File: src/rtl/wdt_cfg.svh
// Constants for the watchdog timer unit: offsets, fields, reset values and timing.
// Notes on behaviour
// RULE1: Sixteen-bit up-counter advancing on 32.768 kHz ticks, independent of core clock; here a fractional divider makes the ticks from the core clock.
// RULE2: Enable bit low keeps the watchdog idle, no reset, no interrupt.
// RULE3: Writing one to enable restarts the count; missing refresh triggers timeout.
// RULE4: Timeout gives system reset if action select is zero, else interrupt.
// RULE5: Enable clears on a zero write or on a watchdog reset.
// RULE6: Codes 0 to 7 time out after 512 times two-to-the-code ticks.
// RULE7: Timeout sets status flag; a watchdog reset leaves it intact.
// RULE8: Control writes are ignored unless unlock was set just before.
// RULE9: Control register at C0H, bit-addressable, power-on value 10H.
// RULE10: Prescale code eight forces immediate reset; higher codes are reserved.
// RULE11: Unlock lasts for the very next write only.
`ifndef WDT_CFG_SVH
`define WDT_CFG_SVH

`define WDT_CTRL_ADDR 8'hC0
`define WDT_CTRL_BIT_BASE 8'hC0
`define WDT_CTRL_RESET 8'h10
`define WDT_PRE_MSB 7
`define WDT_PRE_LSB 4
`define WDT_ACT_BIT 3
`define WDT_STAT_BIT 2
`define WDT_EN_BIT 1
`define WDT_UNLOCK_BIT 0
`define WDT_PRE_IMMEDIATE 4'h8
`define WDT_BASE_TICKS 16'h0200
`define WDT_CLK_HZ 125000000
`define WDT_LF_HZ 32768
`define WDT_RST_HOLD 8

`endif

File: src/rtl/wdt_pkg.sv
// Types shared by the watchdog timer unit.
package wdt_pkg;
	typedef enum logic [0:0] {
		WDT_RUN = 1'b0,
		WDT_HOLD = 1'b1
	} wdt_rst_e;

	typedef struct packed {
		logic [3:0] prescale;
		logic action_select;
		logic status;
		logic enable;
		logic unlock;
	} wdt_ctrl_s;
endpackage

File: src/rtl/wdt_cnt_if.sv
// Carrier between the watchdog control logic and its tick counter.
`timescale 1ns/1ns
interface wdt_cnt_if;
	logic tick;
	logic run;
	logic restart;
	logic [2:0] prescale;
	logic timeout;

	modport ctl (output tick, output run, output restart, output prescale, input timeout);
	modport cnt (input tick, input run, input restart, input prescale, output timeout);
endinterface

File: src/rtl/wdt_counter.sv
// Sixteen-bit low-frequency tick counter with programmable terminal count.
`timescale 1ns/1ns
module wdt_counter
	import wdt_pkg::*;
#(
	parameter int CNT_W = 16
) (
	input wire logic clk,
	input wire logic rst_sync_n,
	wdt_cnt_if.cnt bus
);
	`include "wdt_cfg.svh"

	logic [CNT_W-1:0] count_q;
	logic [CNT_W-1:0] count_d;
	logic [CNT_W-1:0] last_tick;
	logic timeout_q;
	logic timeout_d;

	// Terminal value wraps to all ones at the top code, so no extra bit
	assign last_tick = CNT_W'((`WDT_BASE_TICKS << bus.prescale) - 16'h0001); // RULE6

	// Count ticks only while running; restart or idle holds at zero
	always_comb begin
		count_d = count_q;
		timeout_d = 1'b0;
		if (!bus.run || bus.restart) begin // RULE2
			count_d = '0; // RULE3
		end else if (bus.tick) begin
			if (count_q == last_tick) begin
				count_d = '0;
				timeout_d = 1'b1; // RULE3
			end else begin
				count_d = count_q + 1'b1; // RULE1
			end
		end
	end

	always_ff @(posedge clk or negedge rst_sync_n) begin
		if (!rst_sync_n) begin
			count_q <= '0;
			timeout_q <= 1'b0;
		end else begin
			count_q <= count_d;
			timeout_q <= timeout_d;
		end
	end

	assign bus.timeout = timeout_q;
endmodule

File: src/rtl/wdt_top.sv
// Watchdog timer unit: control register, tick divider, timeout actions.
`timescale 1ns/1ns
`include "wdt_cfg.svh"

module wdt_top
	import wdt_pkg::*;
#(
	parameter int CLK_HZ = `WDT_CLK_HZ,
	parameter int LF_HZ = `WDT_LF_HZ,
	parameter int RST_HOLD = `WDT_RST_HOLD
) (
	input wire logic clk,
	input wire logic rst_n,
	input wire logic [7:0] sfr_addr,
	input wire logic sfr_wr,
	input wire logic sfr_rd,
	input wire logic [7:0] sfr_wdata,
	output logic [7:0] sfr_rdata,
	input wire logic [7:0] bit_addr,
	input wire logic bit_wr,
	input wire logic bit_wdata,
	output logic sys_reset_req,
	output logic wdt_irq
);
	// Accumulator wide enough for the core rate plus one step, no overflow

	localparam int ACC_W = 28;
	localparam int HOLD_W = 8;

	logic rst_meta_q;
	logic rst_sync_n;
	wdt_cnt_if cnt_bus ();

	wdt_ctrl_s ctrl_q;
	wdt_ctrl_s ctrl_d;
	logic [ACC_W-1:0] acc_q;
	logic [ACC_W-1:0] acc_d;
	logic [ACC_W-1:0] acc_sum;
	logic tick_q;
	logic tick_d;
	logic [7:0] rdata_q;
	logic [7:0] rdata_d;
	wdt_rst_e rst_st_q;
	wdt_rst_e rst_st_d;
	logic [HOLD_W-1:0] hold_q;
	logic [HOLD_W-1:0] hold_d;
	logic irq_q;
	logic irq_d;

	logic byte_hit;
	logic bit_hit;
	logic [2:0] bit_sel;
	logic any_wr;
	logic arm;
	logic accept;
	logic [7:0] cur;
	logic [7:0] wval;
	logic refresh;
	logic immediate;
	logic reserved;
	logic fire;
	logic fire_reset;

	// Reset release through two flops; only the second feeds the design
	always_ff @(posedge clk or negedge rst_n) begin
		if (!rst_n) begin
			rst_meta_q <= 1'b0;
			rst_sync_n <= 1'b0;
		end else begin
			rst_meta_q <= 1'b1;
			rst_sync_n <= rst_meta_q;
		end
	end

	// Fractional divider: exact 32.768 kHz average, jitter of one core cycle
	assign acc_sum = acc_q + ACC_W'(LF_HZ);
	always_comb begin
		acc_d = acc_sum;
		tick_d = 1'b0;
		if (acc_sum >= ACC_W'(CLK_HZ)) begin
			acc_d = acc_sum - ACC_W'(CLK_HZ);
			tick_d = 1'b1; // RULE1
		end
	end

	always_ff @(posedge clk or negedge rst_sync_n) begin
		if (!rst_sync_n) begin
			acc_q <= '0;
			tick_q <= 1'b0;
		end else begin
			acc_q <= acc_d;
			tick_q <= tick_d;
		end
	end

	// Register access decode, byte and bit forms
	assign byte_hit = sfr_wr && (sfr_addr == `WDT_CTRL_ADDR); // RULE9
	assign bit_hit = bit_wr && (bit_addr[7:3] == 5'(`WDT_CTRL_BIT_BASE >> 3)); // RULE9
	assign bit_sel = bit_addr[2:0];
	assign any_wr = sfr_wr || bit_wr;
	assign cur = ctrl_q;

	// Merged write value for a byte or single-bit write
	always_comb begin
		wval = cur;
		if (byte_hit) begin
			wval = sfr_wdata;
		end else if (bit_hit) begin
			wval[bit_sel] = bit_wdata;
		end
	end

	// Locked: only setting the unlock bit is taken; unlocked: one write lands
	assign arm = !ctrl_q.unlock && (byte_hit || bit_hit) && wval[`WDT_UNLOCK_BIT]; // RULE8
	assign accept = ctrl_q.unlock && (byte_hit || bit_hit); // RULE8
	assign refresh = accept && wval[`WDT_EN_BIT]; // RULE3

	assign immediate = ctrl_q.enable && (ctrl_q.prescale == `WDT_PRE_IMMEDIATE); // RULE10
	assign reserved = ctrl_q.prescale > `WDT_PRE_IMMEDIATE;
	assign fire = ctrl_q.enable && !ctrl_q.prescale[3] && cnt_bus.timeout; // RULE2
	assign fire_reset = immediate || (fire && !ctrl_q.action_select); // RULE4

	// Control register next state; hardware sets win over software clears
	always_comb begin
		ctrl_d = ctrl_q;
		if (accept) begin
			ctrl_d = wval;
			ctrl_d.unlock = 1'b0; // RULE11
		end else if (arm) begin
			ctrl_d.unlock = 1'b1; // RULE8
		end else if (any_wr) begin
			ctrl_d.unlock = 1'b0; // RULE11
		end
		if (fire || immediate) begin
			ctrl_d.status = 1'b1; // RULE7
		end
		if (fire_reset) begin
			ctrl_d.enable = 1'b0; // RULE5
		end
	end

	// Only power-on reset reloads the register, so status survives a watchdog reset
	always_ff @(posedge clk or negedge rst_sync_n) begin
		if (!rst_sync_n) begin
			ctrl_q <= `WDT_CTRL_RESET; // RULE9
		end else begin
			ctrl_q <= ctrl_d; // RULE7
		end
	end

	// Counter steering
	assign cnt_bus.tick = tick_q;
	assign cnt_bus.run = ctrl_q.enable && !ctrl_q.prescale[3] && !reserved; // RULE2
	assign cnt_bus.restart = refresh; // RULE3
	assign cnt_bus.prescale = ctrl_q.prescale[2:0]; // RULE6

	wdt_counter #(
		.CNT_W(16)
	) u_counter (
		.clk(clk),
		.rst_sync_n(rst_sync_n),
		.bus(cnt_bus)
	);

	// Reset request stretched so the reset generator sees a clean pulse
	always_comb begin
		rst_st_d = rst_st_q;
		hold_d = hold_q;
		irq_d = fire && ctrl_q.action_select; // RULE4
		case (rst_st_q)
			WDT_RUN: begin
				if (fire_reset) begin
					rst_st_d = WDT_HOLD; // RULE4
					hold_d = HOLD_W'(RST_HOLD - 1);
				end
			end
			WDT_HOLD: begin
				if (hold_q == '0) begin
					rst_st_d = WDT_RUN;
				end else begin
					hold_d = hold_q - 1'b1;
				end
			end
			default: begin
				rst_st_d = WDT_RUN;
			end
		endcase
	end

	always_ff @(posedge clk or negedge rst_sync_n) begin
		if (!rst_sync_n) begin
			rst_st_q <= WDT_RUN;
			hold_q <= '0;
			irq_q <= 1'b0;
		end else begin
			rst_st_q <= rst_st_d;
			hold_q <= hold_d;
			irq_q <= irq_d;
		end
	end

	// Registered read data; unmapped addresses read zero
	always_comb begin
		rdata_d = rdata_q;
		if (sfr_rd) begin
			rdata_d = (sfr_addr == `WDT_CTRL_ADDR) ? cur : 8'h00;
		end
	end

	always_ff @(posedge clk or negedge rst_sync_n) begin
		if (!rst_sync_n) begin
			rdata_q <= 8'h00;
		end else begin
			rdata_q <= rdata_d;
		end
	end

	assign sfr_rdata = rdata_q;
	assign sys_reset_req = (rst_st_q == WDT_HOLD);
	assign wdt_irq = irq_q;
endmodule

File: config.mk
export PLATFORM = sky130hd
export DESIGN_NAME = wdt_top
export DESIGN_NICKNAME = d
export VERILOG_FILES = /design/src/rtl/wdt_pkg.sv /design/src/rtl/wdt_cnt_if.sv /design/src/rtl/wdt_counter.sv /design/src/rtl/wdt_top.sv
export VERILOG_INCLUDE_DIRS = /design/src /design/src/rtl
export SDC_FILE = /design/constraint.sdc
export NUM_CORES = 1
export LEC_CHECK = 0
export BUFFER_PORTS_ARGS = -buffer_cell sky130_fd_sc_hd__buf_2
export CORE_MARGIN = 2
export CORE_UTILIZATION = 50
export CTS_CLUSTER_DIAMETER = 40
export DETAILED_ROUTE_END_ITERATION = 10
export PLACE_DENSITY = 0.78
export SLEW_MARGIN = 20
export SYNTH_ARGS = -nofsm -noshare
export SYNTH_HDL_FRONTEND = slang
export SYNTH_HIERARCHICAL = 1
export SYNTH_SLANG_ARGS = --single-unit
export TNS_END_PERCENT = 50
File: constraint.sdc
create_clock -name clk -period 5.4 [get_ports clk]
set_input_delay 1.08 -clock clk [delete_from_list [all_inputs] [get_ports clk]]
set_output_delay 1.08 -clock clk [all_outputs]
set_load 0.05 [all_outputs]
* Word-level counts from Yosys, hierarchy flattened
Index checks and enable logic that the tools add are counted.
** Storage, ports and cells
- Register bits :: 74
- Input bits :: 30
- Output and inout bits :: 10
- Logic and storage cells :: 91
** Cells by class
- Add/subtract/negate cells :: 5
- Magnitude comparators :: 4
- Equal/unequal tests :: 6
- Shifts and indexed selects :: 1
- Muxes and demuxes :: 26
- Bitwise gates (word level) :: 1
- Reductions and logical operators :: 33
** Operators by type and width (number)
- 2-to-1 mux 16 bit :: 3
- 2-to-1 mux 8 bit :: 5
- adder 28 x 16 -> 28 bit (second input constant) :: 1
- greater-or-equal comparator 28 x 27 -> 1 bit (second input constant) :: 1
- 2-to-1 mux 28 bit :: 1
- subtractor 28 x 27 -> 28 bit (second input constant) :: 1
- adder 16 x 1 -> 16 bit (second input constant) :: 1
- == test 16 bit :: 1
- one-hot mux 8 bit (2 select lines) :: 1
- left shift 10 x 3 -> 16 bit (first input constant) :: 1
- subtractor 16 x 1 -> 16 bit (second input constant) :: 1
- logical AND 1 bit :: 13
- 2-to-1 mux 1 bit :: 12
- bitwise mux 8 bit :: 1
- == test 8 bit (second input constant) :: 1
- zero test 8 bit :: 1
- nonzero test 2 bit :: 4
- subtractor 8 x 1 -> 8 bit (second input constant) :: 1
- AND reduction 2 bit :: 3
- nonzero test 3 bit :: 2
- == test 5 bit (second input constant) :: 1
- zero test 1 bit :: 5
- logical OR 1 bit :: 5
- == test 4 bit (second input constant) :: 1
- 8 further kinds :: 9

* Longest topological paths before layout
Gate-level depths: netlist of run 1.
- Word-level depth :: 10
- Depth in mapped cells :: 12
- Depth with buffers taken out :: 10

* Modules after synthesis
Netlist of run 1, hierarchy kept.
** By module, submodules not included
- wdt_top :: times used 1, cells an instance 325, area an instance 3010.4 um^2, seq. area each 1277.5 um^2
- wdt_counter :: times used 1, cells an instance 143, area an instance 1286.2 um^2, seq. area each 425.4 um^2

* Least setup slack after synthesis of run 1
Ideal clock, no wire load.
- Path type :: input -> register
- From :: in sfr_addr[5]
- To :: reg u_counter.count_q[15]
- Library setup time :: 0.087 ns
- Arrival time :: 2.974 ns
- Data required time :: 5.313 ns
- Path slack :: 2.340 ns
- Cell stages on the path :: 10
- Path buffers :: 2
- Cell sequence :: nor4bb_1 and3_1 clkbuf_1 o31ai_1 and2_1 nor2b_1 clkbuf_1 nand2_1 or3b_1 o211ai_1
** Between the ends
- Word-level cells in the longest chain between the ends :: 7
- Elaborated cells on any way between the ends :: 9
- Those cells by class :: eq/ne (1); mux (2); reduce/logical (6)
** RTL lines
- from (decl) :: line wdt_top.sv:14 : input wire logic [7:0] sfr_addr,
- == test 8 bit (no source line) (*)
- logical AND 1 bit (*) :: line wdt_top.sv:97 : assign byte_hit = sfr_wr && (sfr_addr == `WDT_CTRL_ADDR);
- logical OR 1 bit :: line wdt_top.sv:115 : assign accept = ctrl_q.unlock && (byte_hit || bit_hit);
- logical AND 1 bit :: line wdt_top.sv:115
- logical AND 1 bit (*) :: line wdt_top.sv:116 : assign refresh = accept && wval[`WDT_EN_BIT];
- via cnt_bus.restart :: line wdt_cnt_if.sv:6 : logic restart;
- logical OR 1 bit (*) :: line wdt_counter.sv:27 : if (!bus.run || bus.restart) begin
- 2-to-1 mux 16 bit / nonzero test 2 bit (equally long branches)
- to (signal assigned) :: line wdt_counter.sv:44 : count_q <= count_d;
- to (decl) :: line wdt_counter.sv:14 : logic [CNT_W-1:0] count_q;
The timed path passes the listed nets; every way through them passes the cells marked *.
A chain may end at the register's enable or synchronous reset.

* Worst setup path in the final report of run 1
- From :: in sfr_addr[1]
- To :: reg u_counter.count_q[15]
Same word-level chain as after synthesis.

==> results of run 1 <==
## worst paths after layout
path,start,end,slack [ns],cells after the start
setup / recovery,sfr_addr[1],u_counter/count_q[15],2.03,9
hold / removal,rst_sync_n,acc_q[11],0.16,0
hold reg to reg,rst_sync_n,acc_q[11],0.16,0
setup reg to reg,cnt_bus.prescale[2],u_counter/count_q[14],2.54,7
max in group asynchronous,rst_sync_n,acc_q[7],4.28,1
min in group clk,rst_meta_q,rst_sync_n,0.35,0
## cells in the mapped netlist (3+ instances only)
cell type,instances
dfrtp_1,67
nand2_1,45
nand3_1,31
xnor2_1,30
nor2_1,29
o21ai_0,26
inv_1,25
xor2_1,21
a21oi_1,13
nor3_1,11
nor4_1,10
a211oi_1,9
o31ai_1,9
and3_1,8
clkbuf_1,8
ha_1,8
nand4_1,8
nor2b_1,6
buf_2,5
mux2i_1,5
nand2b_1,5
o211ai_1,5
and2_1,4
or3_1,4
or4_1,4
buf_6,3
nand4b_1,3
nor4b_1,3
o2111ai_1,3
o22ai_1,3
## per-layer routing
| metal | global-route usage (%) | wire [microns] |
|---|---|---|
| met1 | 28.1 | 4300 |
| met2 | 33.4 | 4450 |
| met3 | 4.19 | 249 |
| met4 | 6.93 | 125 |
| met5 | 0 | 0 |
## per-stage QoR
| step | power (mW) | area [sq um] | utilization (%) | worst slack (ns) |
|---|---|---|---|---|
| after global routing | 0.938 | 4690 | 56.8 | 1.73 |
| after floorplan | 0.532 | 4300 | - | 2.34 |
| after CTS | 0.907 | 4690 | 56.8 | 2.06 |
| final | 0.898 | 4690 | 56.8 | 2.03 |
| after detailed placement | 0.550 | 4530 | 54.9 | 1.69 |
| after global placement | 0.549 | 4530 | 54.9 | 1.83 |
## cell families after synthesis
group,share of synthesized area [%]
compound gates,17.1
xor+xnor,10.4
fa+ha+maj,2.33
buf+inv,4.54
flops,39.6
mux,1.43
other cells,0.0873
simple gates,24.5
## worst max-delay path: stages
cell and delay, ns:
buf_2 0.10, nor4_1 0.41, and3_1 0.50, o31ai_1 0.14
and2_1 0.19, nor2b_1 0.43, nand2_1 0.23, or3b_1 0.40
o211ai_1 0.15
## registers in the layout, indices dropped and copies added, names as in the netlist
signal / count
acc_q: 22
cnt_bus.prescale: 3
cnt_bus.tick: 1
ctrl_q: 5
hold_q: 8
rst_meta_q: 1
rst_sync_n: 1
sfr_rdata: 8
sys_reset_req: 1
u_counter/bus.timeout: 1
u_counter/count_q: 16
wdt_irq: 1
## layout make-up
class,count,area (sq um)
fill,744,3560
multi-input combinational,357,2400
sequential,68,1700
timing repair buffer,40,203
clock buffer,14,153
tap,105,131
inverter,25,93.8
clock inverter,2,10.0
## cells in the final DEF, fill, tap and decap left out, drive strengths merged, types with 12 or more instances in the layout
master | netlist | layout
nand3 | 32 | 32
xor2 | 21 | 21
xnor2 | 30 | 30
clkbuf | 9 | 14
inv | 25 | 25
o21ai | 27 | 27
a21oi | 13 | 13
dfrtp | 67 | 67
nor2 | 29 | 29
nand2 | 45 | 45
buf | 9 | 40
nor3 | 12 | 12
## where the power goes
| part | internal (mW) | switching (mW) | total [mW] |
|---|---|---|---|
| logic | 0.0103 | 0.0163 | 0.0266 |
| registers | 0.510 | 0.00239 | 0.513 |
| clock network | 0.179 | 0.181 | 0.359 |
==> results.json, run 1 <==
{
  "status": "completed",
  "diodes": 0,
  "cp_data_required_time_ns": 5.66,
  "crit_fanout": 15,
  "finClkSkew_ns": 0.00879,
  "rsz0062_at_grt": "false",
  "cts_hold_buf": 0,
  "drive_above_1_share_pct": 15.0,
  "tns_ns": 0,
  "grt.overflow.total": 0,
  "tightest_slew_ns": 0.743,
  "grt_antenna_before_repair": 0,
  "path_class": "input port to flip-flop",
  "postSynthCellCount": 468,
  "synth_nets": 506,
  "dieArea_sq_um": 9350,
  "max_freq_mhz": 297,
  "clockBufferDepth": 2,
  "synth_edf_count": 0,
  "yosys_warnings": 6,
  "cp-start-kind": "input port",
  "start_util_pct": 52.0,
  "clkSinkCount": 68,
  "path_clk_slew_ns": 0.07,
  "setup_viol": 0,
  "synth.top_cell.area_share_pct": 39.0,
  "synth-seq-cells": 68,
  "async_reset_ff_share_pct": 100,
  "via_per_inst": 5.91,
  "post-place-cells": 595,
  "cts_tree": "yes",
  "grt_pass1_wl_mm": 16.3,
  "crit_path_end_kind": "flip-flop",
  "drc": 0,
  "core_area_sq_um": 8260,
  "grt_pass1_vias": 3614,
  "nets": 539,
  "relSlewSlack_pct": 49.9,
  "synth_area_sq_um": 4300,
  "cap_violations": 0,
  "area_delta_synth_final_pct": 9.23,
  "timing.final.crit_share_pct": 62.4,
  "synth_area_leader_cell": "dfrtp_1",
  "synth.distinct_cells": 75,
  "synthTopCellsByArea": "dfrtp_1, xnor2_1, xor2_1, nand2_1, nand3_1",
  "rows": 33,
  "power-per-cell-area_nw_per_um2": 191,
  "arrival_ns": 3.63,
  "postCtsSetupBuffers": 0,
  "maxSlewViolCount": 0,
  "ys_seq_area_share_pct": 39.6,
  "grt_max_degree": 54,
  "dr_total_vias": 3611,
  "ioPinCount": 40,
  "die_h_microns": 96.7,
  "first_pass_iters": 4,
  "first_iter_violations": 126,
  "period_needed_ns": 3.37,
  "port_buffers": 39,
  "finalHoldViolCount": 0,
  "root_buffer": "clkbuf_8",
  "grt_use_total_pct": 20.7,
  "numCtsBuffers": 9,
  "hpwl_mm": 6.62,
  "cts-resized-gates": 0,
  "wl_mm": 9.13,
  "drtAntennaViolNets": 0,
  "clk_latency_ns": 0.34,
  "avgRoutedWirePerCell_microns": 14.9,
  "synthFlopType": "dfrtp_1",
  "hp-class": "flip-flop to async pin",
  "hold_slack_ns": 0.159,
  "final_cell_count_no_fill": 611,
  "syn-mean-instance-area_sq_um": 9.18,
  "die_w_microns": 96.7,
  "htreeDepth": 3,
  "place_congestion": 0.843,
  "leakagePower_nw": 1.95,
  "ir_worst_vdd_v": 0.0000995
}
No activity file was read; power rests on OpenSTA's default activity.
==> run 2: changes to the inputs <==
--- a/config.mk
+++ b/config.mk
@@ -6,12 +6,13 @@
 export SDC_FILE = /design/constraint.sdc
 export NUM_CORES = 1
 export LEC_CHECK = 0
+export ABC_AREA = 1
 export BUFFER_PORTS_ARGS = -buffer_cell sky130_fd_sc_hd__buf_2
 export CORE_MARGIN = 2
 export CORE_UTILIZATION = 50
 export CTS_CLUSTER_DIAMETER = 40
 export DETAILED_ROUTE_END_ITERATION = 10
-export PLACE_DENSITY = 0.78
+export PLACE_DENSITY = 0.8
 export SLEW_MARGIN = 20
 export SYNTH_ARGS = -nofsm -noshare
 export SYNTH_HDL_FRONTEND = slang
==> constraint.sdc (replaced) <==
create_clock -name clk -period 3 [get_ports clk]
set_input_delay 0.6 -clock clk [delete_from_list [all_inputs] [get_ports clk]]
set_output_delay 0.6 -clock clk [all_outputs]
set_load 0.05 [all_outputs]
==> results.json, run 2 <==
{
  "status": "completed",
  "setup_viol": 0,
  "final_common_cell": "nand2_1",
  "period_needed_ns": 2.53,
  "async_reset_ff_share_pct": 100,
  "cap_violations": 0,
  "grt_max_degree": 45,
  "finalHoldViolCount": 0,
  "path_class": "input port to flip-flop",
  "port_buffers": 39,
  "synthTopCellsByArea": "dfrtp_1, nand2_1, nand3_1, inv_1, xor2_1",
  "drtAntennaViolNets": 0,
  "yosys_warnings": 6,
  "crit_fanout": 12,
  "via_per_inst": 5.17,
  "postCtsSetupBuffers": 0,
  "crit_path_start": "sfr_addr[1]",
  "largest_register_ffs": 22,
  "synth_area_sq_um": 4770,
  "p_sw_share_pct": 24.2,
  "postSynthCellCount": 679,
  "hp-class": "flip-flop to async pin",
  "p_sw_mw": 0.424,
  "numCtsBuffers": 9,
  "max_freq_mhz": 395,
  "drive_above_1_share_pct": 16.6,
  "power-per-cell-area_nw_per_um2": 333,
  "nets": 757,
  "core_area_sq_um": 9240,
  "relSlewSlack_pct": 57.1,
  "reg2reg_depth": 9,
  "synth_edf_count": 0,
  "path_clk_slew_ns": 0.08,
  "avgRoutedWirePerCell_microns": 12.2,
  "synth_nets": 717,
  "grt_pass1_wl_mm": 18.3,
  "grt_antenna_before_repair": 0,
  "grt_pass1_vias": 4232,
  "ys_seq_area_share_pct": 35.7,
  "area_delta_synth_final_pct": 10.0,
  "synthFlopType": "dfrtp_1",
  "leakagePower_nw": 2.62,
  "tns_ns": 0,
  "synth.distinct_cells": 39,
  "ir_worst_vdd_v": 0.000245,
  "root_buffer": "clkbuf_8",
  "wl_mm": 10.4,
  "p_int_mw": 1.32,
  "htreeDepth": 3,
  "globalRouteMet3Util_pct": 3.04,
  "grt.overflow.total": 0,
  "preCtsSetupSlack_ns": 0.132,
  "grt_busiest_layer": "met2",
  "p_clk_share_pct": 44.2,
  "arrival_ns": 2.80,
  "die_h_microns": 102,
  "regToRegStartpoint": "acc_q[15]",
  "synth.most_common_cell": "nand2_1",
  "timing.final.crit_share_pct": 84.4,
  "largest-register": "acc_q",
  "clk_latency_ns": 0.35,
  "hpwl_mm": 7.73,
  "maxSlewViolCount": 0,
  "most-common-layout-cells": "nand2_1, inv_1, nand3_1",
  "die_w_microns": 102,
  "rsz0062_at_grt": "false",
  "start_util_pct": 51.6,
  "finClkSkew_ns": 0.00881,
  "crit_path_end_kind": "flip-flop",
  "power_mw": 1.75,
  "cts_tree": "yes",
  "met2_usage_pct": 37.5,
  "drc": 0,
  "place_congestion": 0.896,
  "clkSinkCount": 68,
  "synth-seq-cells": 68,
  "rows": 35,
  "nFillCells": 856,
  "synthTopCellsByCount": "nand2_1, inv_1, nand3_1",
  "grt_use_total_pct": 21.6,
  "setup_ws_ns": 0.469,
  "first_pass_iters": 4,
  "regToRegSetupSlack_ns": 0.57,
  "biggestRegsByFlops": "acc_q: 22 flops, u_counter/count_q: 16 flops",
  "r2r_end": "acc_q[27]",
  "p_comb_share_pct": 3.2,
  "synth_area_leader_cell": "dfrtp_1",
  "cp-start-kind": "input port",
  "grt_use_met1_pct": 27.2,
  "cp_data_required_time_ns": 3.27,
  "syn-mean-instance-area_sq_um": 7.02,
  "diodes": 0,
  "dieArea_sq_um": 10300,
  "first_iter_violations": 205,
  "dr_total_vias": 4406,
  "clockBufferDepth": 2,
  "seqPwrFrac_pct": 52.5,
  "ioPinCount": 40,
  "tightest_slew_ns": 0.637,
  "synth.top_cell.area_share_pct": 35.2
}
run 2: cell count changes after synthesis, moves of 10 or more:
cell	change
nand2_2	+16
nor2_1	+10
xnor2_1	-25
nand3_2	+15
nand3_1	+38
nand2_1	+170
inv_1	+64
run 2: through the flow:
stage | utilization [%] | instances | instance area, sq um | hold WS, ns
final | 56.8 | 853 | 5250 | 0.265
after global routing | 56.8 | 853 | 5250 | 0.314
after CTS | 56.8 | 853 | 5250 | 0.284
after detailed placement | 54.5 | 836 | 5040 | 0.276
after global placement | 54.5 | 836 | 5040 | 0.257
after floorplan | - | 679 | 4770 | 0.304
run 2: critical path: stages:
cell     delay [ns]
buf_2          0.09
nor4_1         0.35
nand3_1        0.23
or2_2          0.34
nand2_1        0.07
nor2_1         0.05
nor2_1         0.26
nand2_1        0.14
inv_1          0.45
nand2_1        0.10
o22ai_1        0.12
run 2: what timing repair did:
action / CTS / global route
hold buffers: 1 / 0
hold endpoints to repair: 2 / 0
gates resized for setup: 0 / 0
run 2: power by group through the flow:
stage / logic (mW) / clock network [mW] / registers (mW)
after floorplan: 0.0121 / 0 / 0.949
after CTS: 0.0579 / 0.801 / 0.918
after global routing: 0.0653 / 0.835 / 0.918
after detailed placement: 0.0569 / 0 / 0.936
after global placement: 0.0545 / 0 / 0.936
final: 0.0567 / 0.773 / 0.918
run 2: kinds of logic (layout without fill, tap and decap cells):
| family | count (synthesis) | count (layout) | synth area share [%] |
|---|---|---|---|
| flops | 68 | 68 | 35.7 |
| fa+ha+maj | 8 | 8 | 2.10 |
| other cells | 1 | 1 | 0.0786 |
| xor+xnor | 26 | 26 | 4.77 |
| buf+inv | 111 | 156 | 10.2 |
| compound gates | 56 | 56 | 6.64 |
| simple gates | 409 | 409 | 40.5 |
run 2: cell type report:
class / count / area, sq um / share of cell area (%)
multi-input combinational: 500 / 2580 / 49.2
sequential: 68 / 1700 / 32.5
inverter: 94 / 353 / 6.72
timing repair buffer: 46 / 250 / 4.77
tap: 129 / 161 / 3.08
clock buffer: 9 / 124 / 2.36
clock inverter: 7 / 76.3 / 1.45
run 2: per-layer routing:
metal  vias to the layer above  wire length [microns]  share of wire, %
met5                         -                      0                 0
met4                         0                    192               1.8
met3                        20                    379               3.6
met2                        99                   5060                49
met1                      2049                   4750                46
li1                       2238                      -                 -
run 2: worst max-delay path by stage:
| stage | to | depth (start not counted) |
|---|---|---|
| finish | u_counter/count_q[4] | 11 |
| global route | u_counter/count_q[4] | 11 |
| CTS | u_counter/count_q[4] | 11 |
| detailed placement | u_counter/count_q[4] | 11 |
| global placement | u_counter/count_q[4] | 11 |
| floorplan | u_counter/count_q[3] | 11 |
==> run 3: changes to the inputs <==
--- a/config.mk
+++ b/config.mk
@@ -6,13 +6,13 @@
 export SDC_FILE = /design/constraint.sdc
 export NUM_CORES = 1
 export LEC_CHECK = 0
-export ABC_AREA = 1
+export ABC_AREA = 0
 export BUFFER_PORTS_ARGS = -buffer_cell sky130_fd_sc_hd__buf_2
 export CORE_MARGIN = 2
 export CORE_UTILIZATION = 50
 export CTS_CLUSTER_DIAMETER = 40
 export DETAILED_ROUTE_END_ITERATION = 10
-export PLACE_DENSITY = 0.8
+export PLACE_DENSITY = 0.78
 export SLEW_MARGIN = 20
 export SYNTH_ARGS = -nofsm -noshare
 export SYNTH_HDL_FRONTEND = slang
==> constraint.sdc (replaced) <==
create_clock -name clk -period 2.43 [get_ports clk]
set_input_delay 0.486 -clock clk [delete_from_list [all_inputs] [get_ports clk]]
set_output_delay 0.486 -clock clk [all_outputs]
set_load 0.05 [all_outputs]
==> results.json, run 3 (synthesis results as in run 1) <==
{
  "slowest_stage": "dfrtp_1",
  "numCtsBuffers": 9,
  "seqPwrFrac_pct": 50.6,
  "path_clk_slew_ns": 0.08,
  "period_needed_ns": 2.33,
  "largest-register": "acc_q",
  "grt.overflow.total": 0,
  "p_clk_share_pct": 46.6,
  "grt_antenna_before_repair": 0,
  "drtAntennaViolNets": 0,
  "hpwl_mm": 6.95,
  "max_freq_mhz": 429,
  "setup_ws_ns": 0.0976,
  "finClkSkew_ns": 0.0132,
  "start_util_pct": 52.0,
  "rows": 33,
  "ioPinCount": 40,
  "power_mw": 2.25,
  "largest_register_ffs": 22,
  "most-common-layout-cells": "dfrtp_1, nand2_1, buf_2",
  "avgRoutedWirePerCell_microns": 14.4,
  "finalHoldViolCount": 0,
  "p_comb_share_pct": 2.8,
  "grt_pass1_vias": 3660,
  "relSlewSlack_pct": 56.2,
  "critPathMaxStageDelay_ns": 0.41,
  "clkSinkCount": 68,
  "tightest_slew_ns": 0.653,
  "first_iter_violations": 248,
  "preCtsSetupSlack_ns": -0.0204,
  "crit_path_end_kind": "flip-flop",
  "cp-start-kind": "flip-flop",
  "final_cell_count_no_fill": 643,
  "diodes": 0,
  "status": "completed",
  "area_delta_synth_final_pct": 18.3,
  "tns_ns": 0,
  "die_h_microns": 96.7,
  "clockBufferDepth": 2,
  "drive_above_1_share_pct": 21.4,
  "p_int_mw": 1.77,
  "drc": 0,
  "cts_tree": "yes",
  "biggestRegsByFlops": "acc_q: 22 flops, u_counter/count_q: 16 flops",
  "htreeDepth": 3,
  "ir_worst_vdd_v": 0.000373,
  "dr_total_vias": 3723,
  "maxSlewViolCount": 0,
  "grt_pass1_wl_mm": 16.4,
  "grt_max_degree": 48,
  "power-per-cell-area_nw_per_um2": 443,
  "arrival_ns": 2.57,
  "dieArea_sq_um": 9350,
  "design_area_sq_um": 5080,
  "leakagePower_nw": 2.15,
  "cp_data_required_time_ns": 2.67,
  "worstPathCellList": "or3_1, ha_4, o21ba_2, o311ai_4, o41ai_4, or2_1, a41o_1",
  "first_pass_iters": 5,
  "p_sw_share_pct": 21.4,
  "core_area_sq_um": 8260,
  "final_common_cell": "dfrtp_1",
  "wl_mm": 9.27,
  "via_per_inst": 5.79,
  "path_class": "flip-flop to flip-flop",
  "crit_fanout": 9,
  "place_congestion": 0.874,
  "setup_viol": 0,
  "timing.final.crit_share_pct": 96.0,
  "post-place-cells": 625,
  "rsz0062_at_grt": "true",
  "root_buffer": "clkbuf_8",
  "placed_area_sq_um": 4830,
  "cap_violations": 0,
  "grt_use_total_pct": 20.7,
  "nets": 571,
  "die_w_microns": 96.7,
  "hp-class": "flip-flop to async pin",
  "port_buffers": 39,
  "clk_latency_ns": 0.34,
  "p_sw_mw": 0.482
}
## run 3: cell types whose count changed in the layout (fill, tap and decap cells not counted), moves of 9 or more
cell      before  now
nand2_1      215   45
inv_1         89   25
nand3_1       69   31
xnor2_1        5   30
buf_4          6   30
nand2_2       16    0
nand3_2       15    0
nor2_1        39   28
a211oi_1       0    9
## run 3: final timing paths
check / startpoint / endpoint / slack [ns] / cells after the start
max: cnt_bus.prescale[1] / u_counter/count_q[7] / 0.1 / 7
min: rst_sync_n / sfr_rdata[0] / 0.23 / 0
max reg2reg: cnt_bus.prescale[1] / u_counter/count_q[7] / 0.1 / 7
min reg2reg: rst_sync_n / sfr_rdata[0] / 0.23 / 0
max in group asynchronous: rst_sync_n / hold_q[1] / 1.58 / 1
min in group clk: rst_meta_q / rst_sync_n / 0.36 / 0
## run 3: worst max-delay path, delay by kind of cell (launching register included)
kind	cells	cell delay (ns)
fa+ha+maj	1	0.22
simple gates	2	0.68
compound gates	4	0.90
flops	1	0.41
## run 3: per-stage QoR
stage          hold slack (ns)  utilization (%)
2_1_floorplan            0.190                -
3_3_place_gp             0.231             58.5
3_5_place_dp             0.234             58.5
4_1_cts                  0.244             61.3
5_1_grt                  0.274             61.6
6_report                 0.229             61.6
## run 3: routing by layer
metal / track usage, % / wire length (microns)
met1: 28.3 / 4240
met2: 32.7 / 4340
met3: 3.83 / 555
met4: 8.34 / 141
met5: 0 / 0
## run 3: area by class of cell
| cell class | instances | area [sq um] |
|---|---|---|
| fill | 695 | 3170 |
| multi-input combinational | 357 | 2460 |
| sequential | 68 | 1700 |
| timing repair buffer | 72 | 470 |
| clock buffer | 11 | 141 |
| tap | 105 | 131 |
| inverter | 25 | 93.8 |
| clock inverter | 5 | 83.8 |
## run 3: repair_timing
action                                  in CTS  in global routing
resized for setup                            0                  2
buffers inserted                             0                  1
hold buffers                                 1                  0
endpoints found under the setup margin       0                  9
hold endpoints to repair                     2                  0
## run 3: power groups by stage
stage               Clock, mW  Sequential, mW  Combinational, mW
finish                   1.05            1.14             0.0635
global route             1.14            1.14             0.0717
CTS                      1.07            1.14             0.0638
detailed placement          0            1.16             0.0625
global placement            0            1.16             0.0610
floorplan                   0            1.17             0.0110
